**src/epm_pkg.sv**
```systemverilog
// Purpose: Shared constants for the energy pulse and monitor block
// Assumes: one 32-bit word per byte-wide configuration register
// Notes:   APB byte address is four times the register index
package epm_pkg;
   // -------------------------------------------------------------
   // Register indices
   // -------------------------------------------------------------
   localparam logic [15:0] EPM_IDX_MONCFG  = 16'h2106; // Monitor enable, bit 1
   localparam logic [15:0] EPM_IDX_SUMHI   = 16'h2107; // Sample count bits 12:8 in 4:0
   localparam logic [15:0] EPM_IDX_SUMLO   = 16'h2108; // Sample count bits 7:0
   localparam logic [15:0] EPM_IDX_MAXW    = 16'h210a; // pulse_max_width
   localparam logic [15:0] EPM_IDX_INTV    = 16'h210b; // pulse_update_interval
   localparam logic [15:0] EPM_IDX_POL     = 16'h210c; // Polarity invert bit 0
   localparam logic [15:0] EPM_IDX_OPT     = 16'h2456; // Optical select bits 3:2
   localparam logic [15:0] EPM_IDX_STAT    = 16'h2120; // Status, read only, free slot
   localparam logic [15:0] EPM_IDX_MONADR  = 16'h2124; // Four watched addresses, free slots
   // -------------------------------------------------------------
   // Register byte addresses
   // -------------------------------------------------------------
   localparam logic [15:0] EPM_OFS_MONCFG  = {EPM_IDX_MONCFG[13:0], 2'b00};
   localparam logic [15:0] EPM_OFS_SUMHI   = {EPM_IDX_SUMHI[13:0], 2'b00};
   localparam logic [15:0] EPM_OFS_SUMLO   = {EPM_IDX_SUMLO[13:0], 2'b00};
   localparam logic [15:0] EPM_OFS_MAXW    = {EPM_IDX_MAXW[13:0], 2'b00};
   localparam logic [15:0] EPM_OFS_INTV    = {EPM_IDX_INTV[13:0], 2'b00};
   localparam logic [15:0] EPM_OFS_POL     = {EPM_IDX_POL[13:0], 2'b00};
   localparam logic [15:0] EPM_OFS_OPT     = {EPM_IDX_OPT[13:0], 2'b00};
   localparam logic [15:0] EPM_OFS_STAT    = {EPM_IDX_STAT[13:0], 2'b00};
   localparam logic [15:0] EPM_OFS_MONADR  = {EPM_IDX_MONADR[13:0], 2'b00};
   // -------------------------------------------------------------
   // Field positions and constants
   // -------------------------------------------------------------
   localparam int          EPM_MON_EN_BIT  = 1;
   localparam int          EPM_SUM_LO_W    = 8;      // Low byte of the sample count
   localparam int          EPM_POL_BIT     = 0;
   localparam int          EPM_OPT_LO      = 2;
   localparam logic [1:0]  EPM_OPT_PULSE   = 2'h1;   // Select the real energy pulse
   localparam logic [7:0]  EPM_WIDTH_NOLIM = 8'hff;
   localparam int          EPM_TICKS_PER_LSB = 4;    // Filter cycles per interval count
   localparam int          EPM_MON_BITS    = 35;     // Bits per monitored word, two filter cycles each
   localparam int          EPM_FIFO_DEPTH  = 8;
   localparam int          EPM_RAM_AW      = 12;
   localparam int          EPM_WORD_W      = 32;
   localparam int          EPM_MON_WORDS   = 4;
endpackage

```
**src/epm_energy_pulse.sv**
```systemverilog
// Purpose: Energy pulse FIFO, pulse outputs and live RAM monitor
// Assumes: ref_clk is the filter clock; engine strobes are one cycle
// Notes:   APB slave, zero wait states
//
// Operation
// - Stream four watched RAM words each pass
// - Monitor runs only while enable set
// - 35 bits per word, flag first, clock pin
// - Monitor data held low when idle
// - Four pulses, each can request interrupt
// - Polarity bit inverts all pulse outputs
// - Zero-cross and sag change once per pass
// - Energy sign bits stored in 8-entry FIFO
// - FIFO cleared at each frame start
// - Interval sets first delay and spacing
// - Zero interval bypasses the FIFO
// - Width limited to (2w+1) times interval
// - Width 255 or interval 0: no limit
// - Default polarity gives low-going pulses
// - Real energy pulse routable to optical transmit pin
// - One ADC sample per channel per frame
// - Sample count sets accumulation; transfer irq
// - Frame end signalled by engine-busy irq
// - Halt clears engine-busy and transfer-busy
// - Zero-cross and sag irq on leading edge
`timescale 1ns/1ps
module epm_energy_pulse
   import epm_pkg::*;
#(
   parameter int FIFO_DEPTH = epm_pkg::EPM_FIFO_DEPTH // Entries of sign-bit pairs
)(
   input  wire logic                          ref_clk,          // Filter clock, 100 MHz
   input  wire logic                          rstn,             // Async reset, active low
   input  wire logic                          psel,             // APB select
   input  wire logic                          penable,          // APB access phase
   input  wire logic                          pwrite,           // APB direction
   input  wire logic [15:0]                   paddr,            // APB byte address
   input  wire logic [31:0]                   pwdata,           // APB write data
   output logic      [31:0]                   prdata,           // APB read data
   output logic                               pready,           // APB ready
   output logic                               pslverr,          // APB error
   input  wire logic                          frameStart,       // Mux frame / pass start
   input  wire logic                          engineHalt,       // Engine halt executed
   input  wire logic                          signValid,        // Export strobe
   input  wire logic [1:0]                    signBits,         // {reactive, real}
   input  wire logic [1:0]                    auxBits,          // {sag, zero cross}
   input  wire logic [EPM_WORD_W-1:0]         ramData,          // Watched RAM read data
   output logic      [EPM_RAM_AW-1:0]         ramAddr,          // Watched RAM address
   output logic                               real_energy_pulse,     // Energy pulse pin
   output logic                               reactive_energy_pulse, // Energy pulse pin
   output logic                               zero_cross_pulse, // Aux pulse pin
   output logic                               sag_pulse,        // Aux pulse pin
   output logic                               optical_transmit_pin, // Optical output
   output logic                               test_mux_data_pin,    // Monitor data
   output logic                               test_mux_clock_pin,   // Monitor clock
   output logic      [3:0]                    pulseIrq,         // Pulse irq requests
   output logic                               engineBusyIrq,    // Frame end request
   output logic                               transfer_busy_irq // Accumulation done
);
   import epm_pkg::*;

   initial begin
      if (FIFO_DEPTH < 2 || FIFO_DEPTH > 16) $error("FIFO_DEPTH out of range");
   end
   localparam int PW = $clog2(FIFO_DEPTH);
   localparam int WW = 19; // Holds (2*254+1)*1020, the longest width limit

   // ------------------------------------------------------------
   // Registers
   // ------------------------------------------------------------
   logic [7:0]  monCfg, pulse_max_width, pulse_update_interval;
   logic        pulse_polarity_invert;
   logic [1:0]  optical_output_select;
   logic [12:0] accumulation_sample_count;
   logic [EPM_RAM_AW-1:0] monAddr [EPM_MON_WORDS];
   logic [12:0] frameCount;
   logic        monBusy;

   wire  apbWr    = psel && penable && pwrite;
   wire  apbRd    = psel && !penable && !pwrite;
   wire  hitCfg   = paddr == EPM_OFS_MONCFG;
   // Sample count spans two byte-wide registers
   wire  hitSumHi = paddr == EPM_OFS_SUMHI;
   wire  hitSumLo = paddr == EPM_OFS_SUMLO;
   wire  hitMaxw  = paddr == EPM_OFS_MAXW;
   wire  hitIntv  = paddr == EPM_OFS_INTV;
   wire  hitPol   = paddr == EPM_OFS_POL;
   wire  hitOpt   = paddr == EPM_OFS_OPT;
   wire  hitStat  = paddr == EPM_OFS_STAT;
   wire  hitMadr  = paddr[15:4] == EPM_OFS_MONADR[15:4] && paddr[1:0] == 2'h0;
   wire  [1:0] madrIdx = paddr[3:2];
   wire  hitAny   = hitCfg | hitSumHi | hitSumLo | hitMaxw | hitIntv | hitPol |
                    hitOpt | hitStat | hitMadr;
   wire  monEnable = monCfg[EPM_MON_EN_BIT];

   // Read mux; unmapped reads return zero with error
   logic [31:0] rdMux;
   assign rdMux = hitCfg  ? {24'h0, monCfg} :
                  hitSumHi ? {27'h0, accumulation_sample_count[12:EPM_SUM_LO_W]} :
                  hitSumLo ? {24'h0, accumulation_sample_count[EPM_SUM_LO_W-1:0]} :
                  hitMaxw ? {24'h0, pulse_max_width} :
                  hitIntv ? {24'h0, pulse_update_interval} :
                  hitPol  ? {31'h0, pulse_polarity_invert} :
                  hitOpt  ? {28'h0, optical_output_select, 2'h0} :
                  hitStat ? {18'h0, monBusy, frameCount} :
                  hitMadr ? {20'h0, monAddr[madrIdx]} : 32'h0;

   // Register writes take effect in the access phase
   always_ff @(posedge ref_clk or negedge rstn) begin
      if (!rstn) begin
         monCfg <= 8'h0;
         pulse_max_width <= EPM_WIDTH_NOLIM;
         pulse_update_interval <= 8'h0;
         pulse_polarity_invert <= 1'b0;
         optical_output_select <= 2'h0;
         accumulation_sample_count <= 13'h0;
         for (int i = 0; i < EPM_MON_WORDS; i++) monAddr[i] <= '0;
      end else if (apbWr) begin
         if (hitCfg)  monCfg <= pwdata[7:0];
         if (hitSumHi) accumulation_sample_count[12:EPM_SUM_LO_W] <= pwdata[12-EPM_SUM_LO_W:0];
         if (hitSumLo) accumulation_sample_count[EPM_SUM_LO_W-1:0] <= pwdata[EPM_SUM_LO_W-1:0];
         if (hitMaxw) pulse_max_width <= pwdata[7:0];
         if (hitIntv) pulse_update_interval <= pwdata[7:0];
         if (hitPol)  pulse_polarity_invert <= pwdata[EPM_POL_BIT];
         if (hitOpt)  optical_output_select <= pwdata[EPM_OPT_LO +: 2];
         if (hitMadr) monAddr[madrIdx] <= pwdata[EPM_RAM_AW-1:0];
      end
   end

   // APB answer: ready in every access phase, data captured in setup
   always_ff @(posedge ref_clk or negedge rstn) begin
      if (!rstn) begin
         prdata <= 32'h0;
         pready <= 1'b0;
         pslverr <= 1'b0;
      end else begin
         pready <= psel && !penable;
         pslverr <= psel && !penable && !hitAny;
         if (apbRd) prdata <= rdMux;
      end
   end

   // ------------------------------------------------------------
   // Energy pulse FIFO and release timing
   // ------------------------------------------------------------
   logic [1:0]  fifoMem [FIFO_DEPTH];
   logic [PW:0] wrPtr, rdPtr;
   logic [9:0]  tickCnt;
   logic [WW-1:0] widthCnt;
   logic [1:0]  energyLvl;
   wire  bypass   = pulse_update_interval == 8'h0;
   wire  fifoFull = (wrPtr - rdPtr) == (PW+1)'(FIFO_DEPTH);
   wire  fifoEmpty = wrPtr == rdPtr;
   wire  [9:0]  intervalTicks = 10'(pulse_update_interval) * 10'(EPM_TICKS_PER_LSB);
   wire  release_ = !bypass && tickCnt == 10'h1 && !frameStart;
   wire  noLimit  = bypass || pulse_max_width == EPM_WIDTH_NOLIM;
   wire  [WW-1:0] maxTicks = (WW'(pulse_max_width) * WW'(2) + WW'(1)) *
                             WW'(intervalTicks);

   always_ff @(posedge ref_clk or negedge rstn) begin
      if (!rstn) begin
         wrPtr <= '0;
         rdPtr <= '0;
         tickCnt <= 10'h0;
      end else if (frameStart) begin
         wrPtr <= '0;
         rdPtr <= '0;
         tickCnt <= intervalTicks;
      end else begin
         if (signValid && !bypass && !fifoFull) begin
            fifoMem[wrPtr[PW-1:0]] <= signBits;
            wrPtr <= wrPtr + 1'b1;
         end
         if (release_) begin
            tickCnt <= intervalTicks;
            if (!fifoEmpty) rdPtr <= rdPtr + 1'b1;
         end else if (tickCnt != 10'h0) begin
            tickCnt <= tickCnt - 1'b1;
         end
      end
   end

   // Active-state level per energy pulse; width limit ends a long pulse
   always_ff @(posedge ref_clk or negedge rstn) begin
      if (!rstn) begin
         energyLvl <= 2'h0;
         widthCnt <= '0;
      end else if (bypass) begin
         if (signValid) energyLvl <= signBits;
         widthCnt <= '0;
      end else if (release_ && !fifoEmpty) begin
         energyLvl <= fifoMem[rdPtr[PW-1:0]];
         widthCnt <= '0;
      end else if (!noLimit && energyLvl != 2'h0) begin
         widthCnt <= widthCnt + 1'b1;
         if (widthCnt + 1'b1 >= maxTicks) energyLvl <= 2'h0;
      end
   end

   // Auxiliary pulses latch once per pass
   logic [1:0] auxLvl;
   logic       auxDone;
   always_ff @(posedge ref_clk or negedge rstn) begin
      if (!rstn) begin
         auxLvl <= 2'h0;
         auxDone <= 1'b0;
      end else if (frameStart) begin
         auxDone <= 1'b0;
      end else if (signValid && !auxDone) begin
         auxLvl <= auxBits;
         auxDone <= 1'b1;
      end
   end

   // Pins: default polarity gives low-going pulses
   wire [3:0] lvl = {auxLvl, energyLvl};
   logic [3:0] lvlD;
   always_ff @(posedge ref_clk or negedge rstn) begin
      if (!rstn) begin
         {sag_pulse, zero_cross_pulse, reactive_energy_pulse, real_energy_pulse} <= 4'hf;
         optical_transmit_pin <= 1'b0;
         lvlD <= 4'h0;
         pulseIrq <= 4'h0;
      end else begin
         {sag_pulse, zero_cross_pulse, reactive_energy_pulse, real_energy_pulse}
            <= pulse_polarity_invert ? lvl : ~lvl;
         optical_transmit_pin <= (optical_output_select == EPM_OPT_PULSE) &&
                                 (energyLvl[0] ^ !pulse_polarity_invert);
         lvlD <= lvl;
         pulseIrq <= lvl & ~lvlD;
      end
   end

   // ------------------------------------------------------------
   // Frame events and accumulation
   // ------------------------------------------------------------
   always_ff @(posedge ref_clk or negedge rstn) begin
      if (!rstn) begin
         frameCount <= 13'h0;
         engineBusyIrq <= 1'b0;
         transfer_busy_irq <= 1'b0;
      end else begin
         if (frameStart) begin
            engineBusyIrq <= 1'b1;
            if (frameCount + 13'h1 >= accumulation_sample_count) begin
               frameCount <= 13'h0;
               transfer_busy_irq <= 1'b1;
            end else begin
               frameCount <= frameCount + 13'h1;
            end
         end else if (engineHalt) begin
            engineBusyIrq <= 1'b0;
            transfer_busy_irq <= 1'b0;
         end
      end
   end

   // ------------------------------------------------------------
   // Live RAM monitor serialiser
   // ------------------------------------------------------------
   logic [1:0]  wordIdx;
   logic [5:0]  bitCnt;
   logic [34:0] shiftReg;
   logic        monPhase;
   // Registered fetch address points at the word loaded next, so a
   // word boundary never reloads the address of the word just sent
   wire  [1:0] fetchIdx = monBusy ? wordIdx + 2'h1 : 2'h0;
   always_ff @(posedge ref_clk or negedge rstn) begin
      if (!rstn) begin
         ramAddr <= '0;
      end else begin
         ramAddr <= monAddr[fetchIdx];
      end
   end

   always_ff @(posedge ref_clk or negedge rstn) begin
      if (!rstn) begin
         monBusy <= 1'b0;
         wordIdx <= 2'h0;
         bitCnt <= 6'h0;
         shiftReg <= 35'h0;
         monPhase <= 1'b0;
         test_mux_data_pin <= 1'b0;
         test_mux_clock_pin <= 1'b0;
      end else if (!monEnable) begin
         monBusy <= 1'b0;
         test_mux_data_pin <= 1'b0;
         test_mux_clock_pin <= 1'b0;
      end else if (frameStart && !monBusy) begin
         monBusy <= 1'b1;
         wordIdx <= 2'h0;
         bitCnt <= 6'h0;
         monPhase <= 1'b0;
         shiftReg <= {1'b1, ramData, 2'h0};
      end else if (monBusy) begin
         monPhase <= !monPhase;
         test_mux_clock_pin <= monPhase;
         if (!monPhase) begin
            test_mux_data_pin <= shiftReg[34];
            shiftReg <= {shiftReg[33:0], 1'b0};
         end else if (bitCnt == 6'(EPM_MON_BITS - 1)) begin
            bitCnt <= 6'h0;
            wordIdx <= wordIdx + 2'h1;
            shiftReg <= {1'b1, ramData, 2'h0};
            if (wordIdx == 2'(EPM_MON_WORDS - 1)) monBusy <= 1'b0;
         end else begin
            bitCnt <= bitCnt + 6'h1;
         end
      end else begin
         test_mux_data_pin <= 1'b0;
         test_mux_clock_pin <= 1'b0;
      end
   end

   // ------------------------------------------------------------
   // Assertions
   // ------------------------------------------------------------
   a_fifo_frame_clr: assert property (@(posedge ref_clk) disable iff (!rstn)
      frameStart |=> fifoEmpty) else $error("FIFO not cleared at frame");
   a_bypass_follow: assert property (@(posedge ref_clk) disable iff (!rstn)
      bypass && signValid |=> energyLvl == $past(signBits)) else $error("bypass lag");
   a_mon_idle_low: assert property (@(posedge ref_clk) disable iff (!rstn)
      !monEnable |=> !test_mux_data_pin) else $error("monitor data not low");
   a_halt_clears: assert property (@(posedge ref_clk) disable iff (!rstn)
      engineHalt && !frameStart |=> !engineBusyIrq && !transfer_busy_irq) else $error("halt");
   a_frame_busy: assert property (@(posedge ref_clk) disable iff (!rstn)
      frameStart |=> engineBusyIrq) else $error("no engine busy");
   a_pol_default: assert property (@(posedge ref_clk) disable iff (!rstn)
      !pulse_polarity_invert && energyLvl[0] |=> !real_energy_pulse) else $error("polarity");
   a_irq_edge: assert property (@(posedge ref_clk) disable iff (!rstn)
      pulseIrq[2] |-> $past(auxLvl[0]) && !$past(lvlD[2])) else $error("irq edge");
   a_aux_once: assert property (@(posedge ref_clk) disable iff (!rstn)
      auxDone && !frameStart |=> $stable(auxLvl)) else $error("aux changed twice");
   a_nolimit_hold: assert property (@(posedge ref_clk) disable iff (!rstn)
      noLimit && !bypass && !release_ && !frameStart |=> $stable(energyLvl))
      else $error("width limit applied");
   c_release: cover property (@(posedge ref_clk) release_ && !fifoEmpty);
   c_monitor: cover property (@(posedge ref_clk) monBusy && wordIdx == 2'h3);
   c_transfer: cover property (@(posedge ref_clk) $rose(transfer_busy_irq));
   c_width_cut: cover property (@(posedge ref_clk) !noLimit && energyLvl != 2'h0 ##1 energyLvl == 2'h0);
endmodule

```
**config.mk**
```make
export PLATFORM = sky130hd
export DESIGN_NAME = epm_energy_pulse
export DESIGN_NICKNAME = d
export VERILOG_FILES = /design/src/epm_pkg.sv /design/src/epm_energy_pulse.sv
export SDC_FILE = /design/constraint.sdc
export NUM_CORES = 1
export LEC_CHECK = 0
export BUFFER_PORTS_ARGS = -buffer_cell sky130_fd_sc_hd__buf_4
export CAP_MARGIN = 20
export CORE_ASPECT_RATIO = 1.4
export CORE_MARGIN = 2
export CORE_UTILIZATION = 56
export DETAILED_ROUTE_END_ITERATION = 7
export GPL_TIMING_DRIVEN = 0
export PLACE_DENSITY = 0.86
export SYNTH_ARGS = -nofsm -noshare
export SYNTH_HDL_FRONTEND = slang
export SYNTH_SLANG_ARGS = --single-unit
```
**constraint.sdc**
```tcl
create_clock -name ref_clk -period 16.1 [get_ports ref_clk]
set_clock_uncertainty 0.15 [all_clocks]
set_input_delay 1.61 -clock ref_clk [delete_from_list [all_inputs] [get_ports ref_clk]]
set_output_delay 1.61 -clock ref_clk [all_outputs]
set_load 0.05 [all_outputs]
```
# Word-level counts from Yosys, hierarchy flattened
# Memory sizes are Yosys's and may differ from the RTL's.
# Index checks and enable logic that the tools add are counted.
# totals
n_memories	1
in_bits	92
ram_bits	16
latchBits	0
regBits	251
out_inout_bits	59
rom_bits	0
# classes
reduce_logical	61
magnitude_cmp	5
mul	1
mux	73
n_addsub	9
n_shift	0
n_bitwise	15
div	0
eq_ne	22
# mem_list
name	words	word_bits	read_ports	rd_clocked_by_memory_dff	write_ports	line_no	text
fifoMem	8	2	1	0	1	epm_energy_pulse.sv:146	logic [1:0] fifoMem [FIFO_DEPTH];
# ops
cell	count
$mux W35	4
$eq A16 B16 Y1 const B	8
$mux W14	8
$mux W12	6
$mux W19	3
$bmux W12 S2	2
$bwmux W48	1
$mux W10	3
$reduce_and A2 Y1	13
$demux W12 S2	1
$mux W1	24
$mux W4	6
$mux W6	4
$mux W2	10
$add A19 B1 Y19 const B	1
$ge A19 B19 Y1	1
$logic_and A1 B1 Y1	17
$mul A10 B8 Y17	1
$reduce_bool A2 Y1	8
$add A13 B1 Y13 const B	1
$ge A13 B13 Y1	1
$mux W13	1
$eq A12 B12 Y1 const B	1
$logic_not A1 Y1	12
32 further kinds	49

# Longest topological paths before layout
# Gate-level depths: netlist of the first run.
# logic_depth
depth_word	13
depth_mapped	24
mapped_depth_nobuf	23

# Least setup slack after synthesis of the first run
# OpenSTA, ideal clock, no wires.
# synth_timing
path_type	register to register
start	reg pulse_max_width[2]
end	reg energyLvl[0]
stages_incl_launch_ff	23
n_path_buf	1
synth_period_minus_slack_ns	6.059
setup_ns	0.079
arrival_ns	5.829
path_slack_ns	10.041
required_time_ns	15.871
path_cell_list	dfstp_2 -> clkbuf_1 -> nand2_1 -> fa_1 -> fa_1 -> inv_1 -> fa_1 -> inv_1 -> fa_1 -> inv_1 -> ha_1 -> o21a_1 -> o21ai_0 -> a21oi_1 -> o41ai_1 -> o31ai_1 -> xnor2_1 -> ha_1 -> a41oi_1 -> a21oi_1 -> a311o_1 -> o21ai_0 -> mux2i_1
# synth_between
elab_chain_cells	6
# synth_lines
element	line_no	text
from (decl)	epm_energy_pulse.sv:71	logic [7:0] monCfg, pulse_max_width, pulse_update_interval;
from (signal assigned)	epm_energy_pulse.sv:122	if (hitMaxw) pulse_max_width <= pwdata[7:0];
branches (longest 5 deep; another with $ge A19 B19 Y1)	-	
$reduce_and A3 Y1 (no line) *	-	
to (signal assigned)	epm_energy_pulse.sv:189	if (signValid) energyLvl <= signBits;
to (signal assigned)	epm_energy_pulse.sv:192	energyLvl <= fifoMem[rdPtr[PW-1:0]];
to (decl)	epm_energy_pulse.sv:150	logic [1:0] energyLvl;
# Mark *: on every way between the ends.
# A chain may end at the register's enable or synchronous reset.

# Worst setup path in the final report of the first run
# Same ends and word-level chain as after synthesis.

==> impl_metrics.json, run 1 <==
{
  "finalSetupViolCount": 0,
  "hold_violations": 0,
  "clk_pin_slew_ns": 0.06,
  "ios": 151,
  "initial_core_util": 0.568,
  "first_pass_iters": 5,
  "io_buffers": 106,
  "synth_area_leaders": "dfrtp_1, mux2_2, ha_1",
  "p_per_area_nw_per_um2": 89.6,
  "final_nets": 1837,
  "critPathRequiredTime_ns": 16.41,
  "cts_max_path_buffers": 3,
  "postLayoutCellArea_sq_um": 17400,
  "cts_resized": 0,
  "setup_tns_ns": 0,
  "ir_worst_vdd_uv": 85.6,
  "path_delay_family": "adder cells",
  "drive_above_1_share": 0.202,
  "pwr-share-clk": 0.394,
  "grt_pass1_vias": 12200,
  "power_uw": 1560,
  "wirelength_mm": 36.9,
  "syn_area_sq_um": 15200,
  "tightest_slew_ns": 0.888,
  "syn_inst": 1472,
  "placed_cell_area_sq_um": 16500,
  "grt_max_degree": 123,
  "postCtsHoldBufs": 0,
  "rsz0062_at_grt": "no",
  "comb_power_share": 0.157,
  "rows": 71,
  "cp_max_fo": 10,
  "routedWlPerCell_microns": 18.4,
  "place.gp.congestion": 0.962,
  "post-cts-setup-buffer-count": 0,
  "yosysSeqAreaShare": 0.413,
  "ys_top_cells_by_count": "dfrtp_1, nand2_1, inv_1",
  "clkLatencyLatePin_ns": 0.54,
  "tritoncts": "yes",
  "yosysTopAreaCellShare": 0.361,
  "fp.dieH_microns": 199,
  "maxCapViolations": 0,
  "status": "finished clean",
  "fillers": 2071,
  "multi_input_area_sq_um": 8150,
  "endpoint_kind": "flip-flop",
  "max_freq_mhz": 144,
  "cp.arrival_ns": 7.26,
  "p_sw_frac": 0.290,
  "clock-root-buffer": "clkbuf_16",
  "p_int_uw": 1110,
  "cpPeakStageDelay_ns": 0.70,
  "dp_hpwl_mm": 27.3,
  "yosys_warnings": 0,
  "startpoint_type": "flip-flop",
  "antenna_found_initial": 0,
  "path_common_cell": "fa_1",
  "path_class": "flip-flop to flip-flop",
  "grt_pass1_wl_mm": 60.6,
  "cp_cell_sequence": "clkbuf_1, nand2_1, fa_1, fa_1, inv_1, fa_1, inv_1, fa_1, inv_1, ha_1, o21a_1, o21ai_0, a21oi_1, o41ai_1, o31ai_1, xnor2_1, ha_1, a41oi_1, a21oi_1, a311o_1, o21ai_0, mux2i_1",
  "power_leakage_uw": 0.00809,
  "min_period_over_period": 0.432,
  "worst_hold_slack_ns": 0.244,
  "die_x_microns": 143,
  "core-area_sq_um": 26700,
  "viasPerCell": 5.81,
  "crit_buf_inv": 4,
  "num_vias": 11700,
  "yosysTopAreaCell": "dfrtp_1",
  "area_delta_synth_final_pct": 14.6,
  "hp-class": "flip-flop to flip-flop",
  "period_minus_slack_ns": 6.95,
  "maxSlewViolCount": 0,
  "netSwitchingPower_uw": 452,
  "n_antenna_cell": 0,
  "slowest_stage": "o41ai_1",
  "ys_ff_latch": 247,
  "postRouteAntennaNets": 0,
  "synth_cell_types": 76,
  "relSlewSlack": 0.393,
  "grt_use_total": 0.266,
  "synth_most_common_cell": "dfrtp_1",
  "drtIter0Drc": 768,
  "seq_area_sq_um": 6280,
  "synth_edf_count": 16,
  "async_flop_share": 0.935,
  "seqPwrFrac": 0.450,
  "ys.flop_type": "dfrtp_1",
  "syn_area_per_cell_sq_um": 10.3,
  "clkSinkCount": 247,
  "drc": 0,
  "numCtsBuffers": 26,
  "grt_overflow": 0,
  "htreeDepth": 1,
  "die-area_sq_um": 28500
}
-- final cells by class --
type                    count  area share
multi-input cells        1047       0.468
flip-flops and latches    247       0.360
repair buffers            107      0.0477
clock buffers              35      0.0417
well taps                 365      0.0262
plain buffers              91      0.0249
inverters                 104      0.0224
clock inverters            13     0.00848
-- metal layers --
layer,wire [microns],global-route usage,up-vias
met4,1950,0.142,0
met5,0,0,-
met2,19300,0.479,403
li1,-,-,5390
met3,1930,0.0364,118
met1,13700,0.305,5762
-- kinds of logic after synthesis --
group	synth area share
buf+inv	0.0542
fa+ha+maj	0.120
compound gates	0.0976
xor+xnor	0.0392
flops	0.413
simple gates	0.152
other cells	0.000247
mux	0.123
-- stage by stage --
| stage | worst slack, ns | utilization | std cells |
|---|---|---|---|
| after floorplan | 10.04 | - | 1489 |
| after global placement | 9.29 | 0.617 | 1960 |
| after detailed placement | 9.17 | 0.619 | 1961 |
| after CTS | 9.15 | 0.651 | 2009 |
| after global routing | 8.85 | 0.651 | 2009 |
| final | 9.15 | 0.651 | 2009 |
-- power groups by stage --
stage / Combinational [uW] / Sequential [uW] / Clock (uW)
floorplan: 131 / 732 / 0
global placement: 231 / 710 / 0
detailed placement: 242 / 711 / 0
CTS: 244 / 700 / 621
global route: 268 / 705 / 648
finish: 245 / 701 / 614
-- state kept, by name, summed over array words and instances (netlist names), 8 cells and up --
signal / cells
pulse_max_width: 8
fifoMem: 16
ramAddr: 12
prdata: 14
widthCnt: 19
tickCnt: 10
frameCount: 13
shiftReg: 33
monAddr: 48
monCfg: 8
pulse_update_interval: 8
accumulation_sample_count: 13
-- final timing paths --
path	cells past startpoint	to	from	slack, ns
max	22	energyLvl[0]$_DFFE_PN0P_	pulse_max_width[2]$_DFFE_PN1P_	9.15
min	1	pulseIrq[1]$_DFF_PN0_	lvlD[1]$_DFF_PN0_	0.24
max reg2reg	22	energyLvl[0]$_DFFE_PN0P_	pulse_max_width[2]$_DFFE_PN1P_	9.15
min reg2reg	1	pulseIrq[1]$_DFF_PN0_	lvlD[1]$_DFF_PN0_	0.24
max in group asynchronous	2	monAddr[4]$_DFFE_PN0P_	rstn	13.73
min in group asynchronous	1	shiftReg[24]$_DFFE_PN0P_	rstn	1.01
-- cell usage in the layout, fill, tap and decap left out, types with 18 or more instances in the layout --
master / count
nor2_1: 86
mux2_2: 99
and2_1: 60
conb_1: 18
xnor2_1: 31
clkbuf_16: 27
a21oi_1: 52
nor2b_1: 18
xor2_1: 37
ha_1: 79
nor3_1: 20
inv_1: 104
clkbuf_1: 60
dfrtp_1: 219
fa_1: 42
buf_4: 126
nand2_1: 129
mux2i_1: 40
nand3_1: 34
o21ai_0: 88
Power figures use the tool's default switching activity.
==> inputs of run 2 (changes only) <==
--- a/config.mk
+++ b/config.mk
@@ -9,10 +9,10 @@
 export CAP_MARGIN = 20
 export CORE_ASPECT_RATIO = 1.4
 export CORE_MARGIN = 2
-export CORE_UTILIZATION = 56
+export CORE_UTILIZATION = 54
 export DETAILED_ROUTE_END_ITERATION = 7
 export GPL_TIMING_DRIVEN = 0
-export PLACE_DENSITY = 0.86
+export PLACE_DENSITY = 0.87
 export SYNTH_ARGS = -nofsm -noshare
 export SYNTH_HDL_FRONTEND = slang
 export SYNTH_SLANG_ARGS = --single-unit
==> constraint.sdc (replaced) <==
create_clock -name ref_clk -period 6.1 [get_ports ref_clk]
set_clock_uncertainty 0.15 [all_clocks]
set_input_delay 0.61 -clock ref_clk [delete_from_list [all_inputs] [get_ports ref_clk]]
set_output_delay 0.61 -clock ref_clk [all_outputs]
set_load 0.05 [all_outputs]
==> run 2 against run 1 <==
  * Setup slack lost 9.0 ns
  * Critical path depth shrank 1
  * Critical endpoint unchanged
  * Clock power grew to 2.7 times the previous value
  * Core utilization shrank 0.85 points
  * Register-to-register slack lost 9.0 ns
  * Sequential cell count is the same
  * Via count grew 2.3%
  * Global-route usage shrank 0.36 points
==> impl_metrics.json, run 2 (same netlist as run 1, synthesis figures left out) <==
{
  "status": "finished clean",
  "clk_pin_slew_ns": 0.06,
  "period_minus_slack_ns": 5.99,
  "n_antenna_cell": 0,
  "cp_cell_sequence": "buf_4, and2_1, fa_1, fa_1, inv_1, fa_1, fa_1, inv_1, ha_4, nand2_1, a2bb2oi_4, a21oi_2, o41ai_4, o31ai_2, xnor2_1, ha_1, a41oi_2, a21oi_2, a311o_1, o21ai_2, mux2i_1",
  "final_cells": 2031,
  "path_class": "flip-flop to flip-flop",
  "die_x_microns": 146,
  "min_period_over_period": 0.982,
  "grt_use_total": 0.263,
  "core-area_sq_um": 27700,
  "postLayoutCellArea_sq_um": 17800,
  "startpoint_type": "flip-flop",
  "largest_reg_flops": 48,
  "grt_overflow": 0,
  "numCtsBuffers": 27,
  "clkLatencyLatePin_ns": 0.54,
  "num_vias": 11900,
  "layout_top_registers": "monAddr: 48 flops, shiftReg: 33 flops, widthCnt: 19 flops",
  "placed_cell_area_sq_um": 16600,
  "io_buffers": 106,
  "ios": 151,
  "initial_core_util": 0.549,
  "fillers": 2063,
  "area_delta_synth_final_pct": 17.0,
  "max_freq_mhz": 167,
  "endpoint_kind": "flip-flop",
  "critPathRequiredTime_ns": 6.40,
  "path_common_cell": "fa_1",
  "cts_max_path_buffers": 3,
  "viasPerCell": 5.88,
  "cp.arrival_ns": 6.29,
  "grt_pass1_wl_mm": 62.8,
  "path_delay_family": "adder cells",
  "relSlewSlack": 0.373,
  "fp.dieH_microns": 202,
  "fin_ws_ns": 0.109,
  "hold_start": "auxBits[0]",
  "seq_area_sq_um": 6280,
  "ir_worst_vdd_uv": 249,
  "dp_hpwl_mm": 28.0,
  "final_cell_mix": "dfrtp_1, buf_4, nand2_1",
  "grt_pass1_vias": 12500,
  "maxSlewViolCount": 0,
  "final_nets": 1855,
  "antenna_found_initial": 0,
  "cpPeakStageDelay_ns": 0.59,
  "worst_hold_slack_ns": 0.157,
  "tightest_slew_ns": 0.916,
  "p_per_area_nw_per_um2": 234,
  "hp-class": "input port to flip-flop",
  "final_common_cell": "dfrtp_1",
  "routedWlPerCell_microns": 19.2,
  "numPlacedInstances": 1967,
  "drtIter0Drc": 852,
  "hold_violations": 0,
  "cp_max_fo": 10,
  "power_leakage_uw": 0.00827,
  "drive_above_1_share": 0.228,
  "die-area_sq_um": 29500,
  "postRouteAntennaNets": 0,
  "place.gp.congestion": 0.924,
  "htreeDepth": 1,
  "r2r_start": "pulse_update_interval[4]$_DFFE_PN0P_",
  "slowest_stage": "fa_1",
  "grt_max_degree": 120,
  "maxCapViolations": 0,
  "clock-root-buffer": "clkbuf_16",
  "regMostFlops": "monAddr",
  "tritoncts": "yes",
  "post-place-ws_ns": -0.820,
  "startpoint": "pulse_update_interval[4]$_DFFE_PN0P_",
  "drc": 0,
  "multi_input_area_sq_um": 8270,
  "crit_buf_inv": 3,
  "finalSetupViolCount": 0,
  "first_pass_iters": 6,
  "wirelength_mm": 39.1,
  "clkSinkCount": 247,
  "rows": 72
}
[run 2: changes by cell type in the layout (fill, tap and decap cells not counted), moves of 3 or more]
cell / before / now
buf_4: 126 / 149
inv_1: 104 / 101
clkbuf_1: 60 / 50
inv_2: 0 / 3
clkbuf_8: 2 / 8
ha_1: 79 / 75
a21oi_1: 52 / 49
ha_4: 0 / 4
o21ai_0: 88 / 85
a21oi_2: 0 / 3
[run 2: worst paths after layout]
kind                                              end  slack, ns  cells past startpoint
setup / recovery             energyLvl[0]$_DFFE_PN0P_       0.11                     21
hold reg to reg                 pulseIrq[0]$_DFF_PN0_       0.24                      1
max in group asynchronous  zero_cross_pulse$_DFF_PN1_       4.18                      4
min in group asynchronous     monAddr[45]$_DFFE_PN0P_       0.32                      2
hold / removal                  auxLvl[0]$_DFFE_PN0P_       0.16                      2
setup reg to reg             energyLvl[0]$_DFFE_PN0P_       0.11                     21
[run 2: final cells by class]
type                    instances  area share
multi-input cells            1047       0.466
inverters                     104      0.0220
flip-flops and latches        247       0.353
repair buffers                132      0.0584
plain buffers                  83      0.0249
clock inverters                 7     0.00500
clock buffers                  41      0.0449
well taps                     370      0.0260
[run 2: worst register-to-register path: stages, from the launching register on]
cell and delay, ns:
dfrtp_1 0.40, buf_4 0.19, and2_1 0.17, fa_1 0.46
fa_1 0.59, inv_1 0.07, fa_1 0.46, fa_1 0.54
inv_1 0.06, ha_4 0.30, nand2_1 0.10, a2bb2oi_4 0.18
a21oi_2 0.25, o41ai_4 0.12, o31ai_2 0.23, xnor2_1 0.12
ha_1 0.35, a41oi_2 0.24, a21oi_2 0.12, a311o_1 0.36
o21ai_2 0.20, mux2i_1 0.24
[run 2: report_power, final]
| part | switching (uW) | internal (uW) | leakage [uW] |
|---|---|---|---|
| Clock | 667 | 981 | 0.000440 |
| Combinational | 406 | 246 | 0.00462 |
| Sequential | 101 | 1750 | 0.00321 |
| Total | 1170 | 2980 | 0.00827 |
[run 2: what timing repair did]
| action | CTS | global route |
|---|---|---|
| hold buffers | 1 | 0 |
| gates resized for setup | 26 | 13 |
| setup endpoints to repair | 2 | 2 |
| endpoints found under the hold margin | 12 | 0 |
| setup buffers | 3 | 20 |
| pin swaps | 2 | 17 |
[run 2: per-layer routing]
layer | vias up | routed length [microns] | global-route usage
met4 | 0 | 2200 | 0.143
met5 | - | 0 | 0
met1 | 5844 | 14200 | 0.290
met2 | 525 | 20400 | 0.482
met3 | 139 | 2290 | 0.0391
li1 | 5438 | - | -
[run 2: per-stage QoR]
step	TNS, ns	utilization	power (uW)
4_1_cts	0	0.636	4160
5_1_grt	-0.0391	0.643	4310
3_3_place_gp	-1.37	0.597	2480
2_1_floorplan	0	-	2280
3_5_place_dp	-1.61	0.599	2520
6_report	0	0.643	4150
